[config.mk]
export PLATFORM = sky130hd
export DESIGN_NAME = dcm_top
export DESIGN_NICKNAME = d
export VERILOG_FILES = /design/src/hdl/dcm_pkg.sv /design/src/hdl/dcm_list_if.sv /design/src/hdl/dcm_list_tx.sv /design/src/hdl/dcm_top.sv
export VERILOG_INCLUDE_DIRS = /design/src /design/src/hdl
export SDC_FILE = /design/constraint.sdc
export NUM_CORES = 1
export LEC_CHECK = 0
export ABC_AREA = 1
export BUFFER_PORTS_ARGS = -buffer_cell sky130_fd_sc_hd__buf_2
export CAP_MARGIN = 20
export CELL_PAD_IN_SITES_DETAIL_PLACEMENT = 0
export CELL_PAD_IN_SITES_GLOBAL_PLACEMENT = 1
export CORE_MARGIN = 5
export CORE_UTILIZATION = 40
export DETAILED_ROUTE_END_ITERATION = 10
export PLACE_DENSITY = 0.79
export SLEW_MARGIN = 0
export SYNTH_ARGS = -nofsm -noshare
export SYNTH_HDL_FRONTEND = slang
export SYNTH_HIERARCHICAL = 1
export SYNTH_SLANG_ARGS = --single-unit
[constraint.sdc]
create_clock -name clock -period 2.6 [get_ports clock]
set_input_delay 0.52 -clock clock [delete_from_list [all_inputs] [get_ports clock]]
set_output_delay 0.52 -clock clock [all_outputs]
set_load 0.005 [all_outputs]
[src/hdl/dcm_params.svh]
// Constants for the data channel manager
`ifndef DCM_PARAMS_SVH
`define DCM_PARAMS_SVH
`define DCM_NUM_CH 4
`define DCM_CH_W 4
`define DCM_SEL_RST 4'h1
`define DCM_NUM_LO 4'h1
`define DCM_NUM_HI 4'h4
`define DCM_PHYS_MAP 32'h08060402
`define DCM_PHYS_W 8
`define DCM_ASCII_ZERO 8'h30
`define DCM_ASCII_COMMA 8'h2c
`define DCM_LIST_LEN 3'h7
`endif

[src/hdl/dcm_pkg.sv]
// Types for the data channel manager
`include "dcm_params.svh"
package dcm_pkg;
  typedef enum logic [2:0] {OP_CLOSE, OP_OPEN, OP_SELECT, OP_MAP_Q, OP_STATE_Q, OP_SEL_Q, OP_CMD_RESET} dcm_op_t;
  typedef enum logic [1:0] {MODE_RO, MODE_WO, MODE_RW, MODE_BAD} dcm_mode_t;
  typedef enum logic [2:0] {ST_CLOSED, ST_OPEN, ST_INIT, ST_RO, ST_WO, ST_RW} dcm_state_t;
  typedef enum logic {TX_IDLE, TX_SEND} dcm_tx_t;
endpackage

[src/hdl/dcm_list_if.sv]
// Carrier between the command logic and the channel list serializer
`timescale 1ns/1ps
interface dcm_list_if;
  logic start;
  logic busy;
  logic byte_valid;
  logic [7:0] byte_data;
  logic byte_last;
  modport ctrl (output start, input busy, input byte_valid, input byte_data, input byte_last);
  modport tx (input start, output busy, output byte_valid, output byte_data, output byte_last);
endinterface

[src/hdl/dcm_list_tx.sv]
// Serializer for the comma separated physical channel list
`timescale 1ns/1ps
`include "dcm_params.svh"
module dcm_list_tx (
  input wire logic clock,
  input wire logic rst_b,
  dcm_list_if.tx lst
);
  import dcm_pkg::*;
  localparam logic [`DCM_NUM_CH*`DCM_PHYS_W-1:0] PHYS = `DCM_PHYS_MAP;
  dcm_tx_t st_q;
  logic [2:0] pos_q;
  logic [1:0] slot;
  logic [7:0] digit;

  // Even positions carry a digit, odd ones a comma; logical order is list order
  assign slot = pos_q[2:1];
  assign digit = PHYS[slot*`DCM_PHYS_W +: `DCM_PHYS_W];

  // Walk the list one byte per cycle; numbers above nine are not supported
  always_ff @(posedge clock or negedge rst_b) begin
    if (!rst_b) begin
      st_q <= TX_IDLE;
      pos_q <= 3'h0;
      lst.busy <= 1'b0;
      lst.byte_valid <= 1'b0;
      lst.byte_data <= 8'h00;
      lst.byte_last <= 1'b0;
    end else begin
      case (st_q)
        TX_IDLE: begin
          lst.byte_valid <= 1'b0;
          lst.byte_last <= 1'b0;
          if (lst.start) begin
            st_q <= TX_SEND;
            pos_q <= 3'h0;
            lst.busy <= 1'b1;
          end
        end
        TX_SEND: begin
          lst.byte_valid <= 1'b1; // see RULE_09
          lst.byte_data <= pos_q[0] ? `DCM_ASCII_COMMA : (`DCM_ASCII_ZERO + digit); // see RULE_10
          lst.byte_last <= (pos_q == `DCM_LIST_LEN - 3'h1);
          pos_q <= pos_q + 3'h1;
          if (pos_q == `DCM_LIST_LEN - 3'h1) begin
            st_q <= TX_IDLE;
            lst.busy <= 1'b0;
          end
        end
        default: begin
          st_q <= TX_IDLE;
          lst.busy <= 1'b0;
        end
      endcase
    end
  end
endmodule

[src/hdl/dcm_top.sv]
// Command interpreter for the fast data channels
//
// Contract
// RULE_01 - Close command closes the named channel, or the selected one if unnamed.
// RULE_02 - A closed channel carries no transfers; host opens before transferring.
// RULE_03 - Open command takes read, write or read-write direction for named/selected channel.
// RULE_04 - Read moves backplane data in, write moves instrument data out.
// RULE_05 - Channels owned by the meter function open only write-only.
// RULE_06 - Select sets the default channel; power-up selection is channel one.
// RULE_07 - Command reset selects channel one and opens every closed channel.
// RULE_08 - Channel numbers run from one to the channel count; host stays inside.
// RULE_09 - Map query returns comma separated physical channel numbers.
// RULE_10 - Logical channel N uses the Nth physical number of the map.
// RULE_11 - State query reports closed, open, initialized, or a direction state.
// RULE_12 - Direction states imply open and initialized; normally closed or a direction.
// RULE_13 - Selection query returns the selected channel, one to the channel count.
// RULE_14 - Bad channel number or unsupported mode is rejected, changing nothing.
`timescale 1ns/1ps
`include "dcm_params.svh"
module dcm_top (
  input wire logic clock,
  input wire logic rst_b,
  input wire logic cmd_valid,
  input wire dcm_pkg::dcm_op_t cmd_op,
  input wire logic cmd_has_num,
  input wire logic [`DCM_CH_W-1:0] cmd_num,
  input wire dcm_pkg::dcm_mode_t cmd_mode,
  input wire logic [`DCM_NUM_CH-1:0] meter_owns,
  output logic resp_valid_q,
  output logic resp_reject_q,
  output dcm_pkg::dcm_state_t resp_state_q,
  output logic [`DCM_CH_W-1:0] resp_sel_q,
  output logic [`DCM_CH_W-1:0] sel_q,
  output logic [`DCM_NUM_CH-1:0] rd_enable_q,
  output logic [`DCM_NUM_CH-1:0] wr_enable_q,
  output logic map_valid,
  output logic [7:0] map_byte,
  output logic map_last,
  output logic map_busy
);
  import dcm_pkg::*;
  dcm_state_t [`DCM_NUM_CH-1:0] chan_q;
  dcm_list_if lst ();
  logic map_start_q;
  logic [`DCM_CH_W-1:0] num_eff;
  logic [`DCM_CH_W-1:0] num_off;
  logic [1:0] idx;
  logic num_ok;
  logic mode_ok;
  logic reject;
  logic take;
  dcm_state_t open_state;

  dcm_list_tx u_tx (
    .clock(clock),
    .rst_b(rst_b),
    .lst(lst)
  );

  // Serializer registers drive the list pins directly
  assign map_valid = lst.byte_valid;
  assign map_byte = lst.byte_data;
  assign map_last = lst.byte_last;
  assign map_busy = lst.busy;
  assign lst.start = map_start_q;

  // Resolve the addressed channel; unnamed commands fall back to the selection
  assign num_eff = cmd_has_num ? cmd_num : sel_q; // see RULE_01
  assign num_ok = (num_eff >= `DCM_NUM_LO) && (num_eff <= `DCM_NUM_HI); // see RULE_08
  assign num_off = num_eff - `DCM_NUM_LO;
  assign idx = num_off[1:0];

  // Direction named from the instrument side: read is backplane to instrument
  always_comb begin
    open_state = ST_WO;
    mode_ok = 1'b1;
    case (cmd_mode)
      MODE_RO: open_state = ST_RO; // see RULE_04
      MODE_WO: open_state = ST_WO;
      MODE_RW: open_state = ST_RW;
      default: mode_ok = 1'b0;
    endcase
    if (num_ok && meter_owns[idx] && cmd_mode != MODE_WO) begin
      mode_ok = 1'b0; // see RULE_05
    end
  end

  // Refuse anything that would touch state wrongly; busy list also refuses
  always_comb begin
    reject = lst.busy || map_start_q;
    case (cmd_op)
      OP_CLOSE: reject = reject || !num_ok; // see RULE_14
      OP_OPEN: reject = reject || !num_ok || !mode_ok; // see RULE_14
      OP_SELECT: reject = reject || !cmd_has_num || !num_ok; // see RULE_14
      OP_STATE_Q: reject = reject || !num_ok;
      OP_MAP_Q: reject = reject;
      OP_SEL_Q: reject = reject;
      OP_CMD_RESET: reject = reject;
      default: reject = 1'b1;
    endcase
  end
  assign take = cmd_valid && !reject;

  // Channel states; power-up opens every channel write-only, as a command reset does for closed ones
  always_ff @(posedge clock or negedge rst_b) begin
    if (!rst_b) begin
      for (int i = 0; i < `DCM_NUM_CH; i++) begin
        chan_q[i] <= ST_WO;
      end
    end else if (take) begin
      case (cmd_op)
        OP_CLOSE: chan_q[idx] <= ST_CLOSED; // see RULE_01
        OP_OPEN: chan_q[idx] <= open_state; // see RULE_03
        OP_CMD_RESET: begin
          for (int i = 0; i < `DCM_NUM_CH; i++) begin
            if (chan_q[i] == ST_CLOSED) begin
              chan_q[i] <= ST_WO; // see RULE_07
            end
          end
        end
        default: chan_q <= chan_q;
      endcase
    end
  end

  // Selection register
  always_ff @(posedge clock or negedge rst_b) begin
    if (!rst_b) begin
      sel_q <= `DCM_SEL_RST; // see RULE_06
    end else if (take && cmd_op == OP_SELECT) begin
      sel_q <= cmd_num; // see RULE_06
    end else if (take && cmd_op == OP_CMD_RESET) begin
      sel_q <= `DCM_SEL_RST; // see RULE_07
    end
  end

  // Transfer gates follow the stored direction, a cycle behind
  always_ff @(posedge clock or negedge rst_b) begin
    if (!rst_b) begin
      rd_enable_q <= '0;
      wr_enable_q <= '0;
    end else begin
      for (int i = 0; i < `DCM_NUM_CH; i++) begin
        rd_enable_q[i] <= (chan_q[i] == ST_RO) || (chan_q[i] == ST_RW); // see RULE_02
        wr_enable_q[i] <= (chan_q[i] == ST_WO) || (chan_q[i] == ST_RW); // see RULE_12
      end
    end
  end

  // One answer per command, one cycle later
  always_ff @(posedge clock or negedge rst_b) begin
    if (!rst_b) begin
      resp_valid_q <= 1'b0;
      resp_reject_q <= 1'b0;
      resp_state_q <= ST_CLOSED;
      resp_sel_q <= `DCM_SEL_RST;
      map_start_q <= 1'b0;
    end else begin
      resp_valid_q <= cmd_valid;
      resp_reject_q <= cmd_valid && reject;
      map_start_q <= take && cmd_op == OP_MAP_Q; // see RULE_09
      if (take && cmd_op == OP_STATE_Q) begin
        resp_state_q <= chan_q[idx]; // see RULE_11
      end
      if (take && cmd_op == OP_SEL_Q) begin
        resp_sel_q <= sel_q; // see RULE_13
      end
    end
  end
endmodule

==> results.py <==
metrics = {
    "worst_setup_path": {
        "crit_fanout": 9,
        "startpoint": "sel_q[0]",
        "path_class": "reg2reg",
        "r2r-start": "sel_q[0]",
        "worstSetupStartpointType": "flop",
        "arrival_ns": 2.50,
        "end_kind": "flop",
        "critPathRequiredTime_ns": 2.85,
        "ff2ff_path_depth": 14,
    },
    "clock_network": {
        "clkTransAtPathRegs_ns": 0.09,
        "cts_tree": "yes",
        "cts_hold_buf": 0,
        "numCtsBuffers": 5,
        "clock-sinks": 46,
        "h-tree-depth": 2,
        "cts_root_buffer": "clkbuf_8",
        "cts.path.max_buffers": 2,
        "clk_latency_ns": 0.30,
    },
    "timing": {
        "fin_skew_ns": 0.00532,
        "fin_setup_tns_ns": 0,
        "slew_headroom_pct": 64.5,
        "drv_slew": 0,
        "grt_setup_unrepaired": "false",
        "min_period_over_period_pct": 86.8,
        "finalHoldViolations": 0,
        "fmax_ghz": 0.443,
        "setup_viol": 0,
        "layout_min_cycle_time_ns": 2.26,
        "worst_pin_slew_ns": 0.532,
    },
    "routing": {
        "wl_per_cell_um": 13.6,
        "ant_nets": 0,
        "first_pass_iters": 4,
        "drt_wl_total_um": 6370,
        "initialDrtViolationCount": 93,
        "viasPerCell": 4.95,
        "drc": 0,
        "vias": 2322,
    },
    "logic_synthesis": {
        "synth_seq_cells": 46,
        "synth_area_per_cell_um2": 7.82,
        "synth-main-ff-cell": "dfrtp_1",
        "yosysWarningCount": 6,
        "synthArstFlopShare_pct": 100,
        "synth_edf_count": 0,
        "seq_area_frac_synth_pct": 44.1,
        "ys_types": 35,
        "postSynthCellCount": 336,
        "synth_area_um2": 2630,
    },
    "place": {
        "dp.cells": 461,
        "gp_congestion": 0.856,
        "dp_hpwl_um": 4950,
        "io_buffer_count": 45,
        "postPlaceCellArea_um2": 2970,
    },
    "die": {
        "fp.dieW_um": 91.0,
        "die_h_um": 91.0,
        "die-area_um2": 8290,
        "core_area_um2": 6390,
        "rows": 29,
        "start_util_pct": 41.1,
        "io_pins": 49,
    },
    "pwr": {
        "p_leak_uw": 0.00166,
        "peakVddDrop_mv": 0.417,
        "cellPowerDensity_nw_per_um2": 860,
        "finalPower_uw": 2630,
    },
    "run": {
        "drv_cap": 0,
    },
    "finish": {
        "fin_nets": 418,
        "seq_area_um2": 1160,
        "antenna_cells": 0,
        "instances_no_fill": 469,
        "fin_util_pct": 48.0,
        "drive_gt1_share_pct": 22.4,
        "final_cell_area_um2": 3060,
        "n_fill_cell": 644,
        "area_growth_pct": 16.6,
        "multiInputGateArea_um2": 1230,
    },
    "global_routing": {
        "groute.usage.overall_pct": 15.9,
        "grt_antenna_before_repair": 0,
        "grt_pass1_vias": 2265,
        "grt-ovfl-total": 0,
        "grt_max_degree": 18,
        "grt_pass1_wl_um": 11000,
    },
    "outcome": {
        "run_status": "complete, no violations",
    },
    "hold_path": {
        "hold_path_class": "in2async",
    },
}
==> routing by layer <==
layer / up-vias / GRT usage [%] / routed length, µm
met4: 0 / 3.67 / 62
met1: 1069 / 21.7 / 2970
li1: 1195 / - / -
met5: - / 0 / 0
met2: 53 / 26.0 / 3030
met3: 5 / 3.22 / 313
==> metrics by stage <==
| step | hold slack (ns) | setup slack [ns] |
|---|---|---|
| 3_3_place_gp | 0.441 | 0.122 |
| 3_5_place_dp | 0.452 | 0.00613 |
| 2_1_floorplan | 0.224 | 0.156 |
| 5_1_grt | 0.138 | 0.0912 |
| 6_report | 0.109 | 0.344 |
| 4_1_cts | 0.119 | 0.298 |
==> state kept, by name, indices dropped and copies added, names as in the netlist, 3 cells and up <==
signal,count
rd_enable_q,4
resp_sel_q,4
resp_state_q,3
u_tx/pos_q,3
chan_q,12
u_tx/lst.byte_data,5
sel_q,4
wr_enable_q,4
==> area by class of cell <==
cell class              count  area share (%)
clock buffers               5            2.25
clock inverters             3           0.817
inverters                  42            5.23
multi-input cells         240            40.3
flip-flops and latches     46            37.8
well taps                  77            3.15
repair buffers             56            10.5
==> timing repair <==
item	in CTS	in global routing
endpoints found under the setup margin	0	3
setup buffers	0	0
resized for setup	0	1
endpoints found under the hold margin	0	0
==> final timing paths <==
kind                                 endpoint  slack (ns)
worst max-delay path                 sel_q[1]        0.34
worst min-delay path            resp_sel_q[3]        0.11
worst max register to register       sel_q[1]        0.34
worst min register to register  resp_sel_q[0]        0.48
max in group asynchronous          chan_q[11]        1.88
min in group clock               resp_valid_q        0.43
==> cells in the mapped netlist (2+ instances only) <==
| cell | count | area [µm²] |
|---|---|---|
| or2_1 | 2 | 12.5 |
| o21ai_0 | 18 | 90.1 |
| o211ai_1 | 2 | 15.0 |
| dfstp_2 | 6 | 158 |
| nor2_1 | 22 | 82.6 |
| nand4_1 | 8 | 50.1 |
| ha_1 | 10 | 125 |
| a21oi_1 | 12 | 60.1 |
| inv_1 | 39 | 146 |
| nor2_2 | 4 | 25.0 |
| buf_2 | 2 | 10.0 |
| nand2_4 | 2 | 22.5 |
| nand3_1 | 44 | 220 |
| or2_2 | 3 | 18.8 |
| inv_2 | 2 | 7.51 |
| nand2_1 | 89 | 334 |
| nor3_1 | 5 | 25.0 |
| nor2_4 | 2 | 22.5 |
| o22ai_1 | 4 | 25.0 |
| buf_6 | 4 | 45.0 |
| buf_4 | 3 | 22.5 |
| dfrtp_1 | 40 | 1000 |
==> cells in the final DEF, fill, tap and decap left out, types with 2 or more instances in the layout <==
| cell | instances |
|---|---|
| nor2_1 | 22 |
| clkbuf_8 | 5 |
| nand4_1 | 8 |
| o211ai_1 | 2 |
| conb_1 | 3 |
| or2_1 | 2 |
| buf_2 | 45 |
| nor3_1 | 5 |
| nor2_4 | 2 |
| nand3_1 | 44 |
| o22ai_1 | 4 |
| o21ai_1 | 2 |
| dfstp_2 | 6 |
| nand2_4 | 2 |
| ha_1 | 10 |
| nor2_2 | 4 |
| inv_2 | 2 |
| inv_1 | 39 |
| or2_2 | 3 |
| a21oi_1 | 12 |
| buf_4 | 10 |
| dfrtp_1 | 40 |
| o21ai_0 | 17 |
| nand2_1 | 89 |
==> report_power, final <==
| group | internal (µW) | switching [µW] |
|---|---|---|
| logic | 426 | 556 |
| clock network | 194 | 266 |
| registers | 971 | 220 |
| total | 1590 | 1040 |
==> critical path, stage by stage (launching register included) <==
cell     delay [ns]
dfstp_2        0.58
nand2_1        0.09
nand2_1        0.08
inv_1          0.08
ha_1           0.23
inv_1          0.10
nor2_1         0.05
nand3_1        0.07
nand3_2        0.09
a21oi_4        0.29
nand2_4        0.09
nor2_4         0.12
buf_4          0.17
nand3_1        0.07
nand2_1        0.07
==> logic make-up (layout without fill, tap and decap cells) <==
kind of cell             after synthesis  count (layout)  synth area share [%]
AND/OR/NAND/NOR                      186             186                  32.8
buffers and inverters                 52             106                  9.19
flip-flops                            46              46                  44.1
AO/OA/AOI/OAI                         41              41                  9.00
adder cells (fa/ha/maj)               10              10                  4.76
other                                  1               3                 0.143
(Power assumes the default switching activity.)
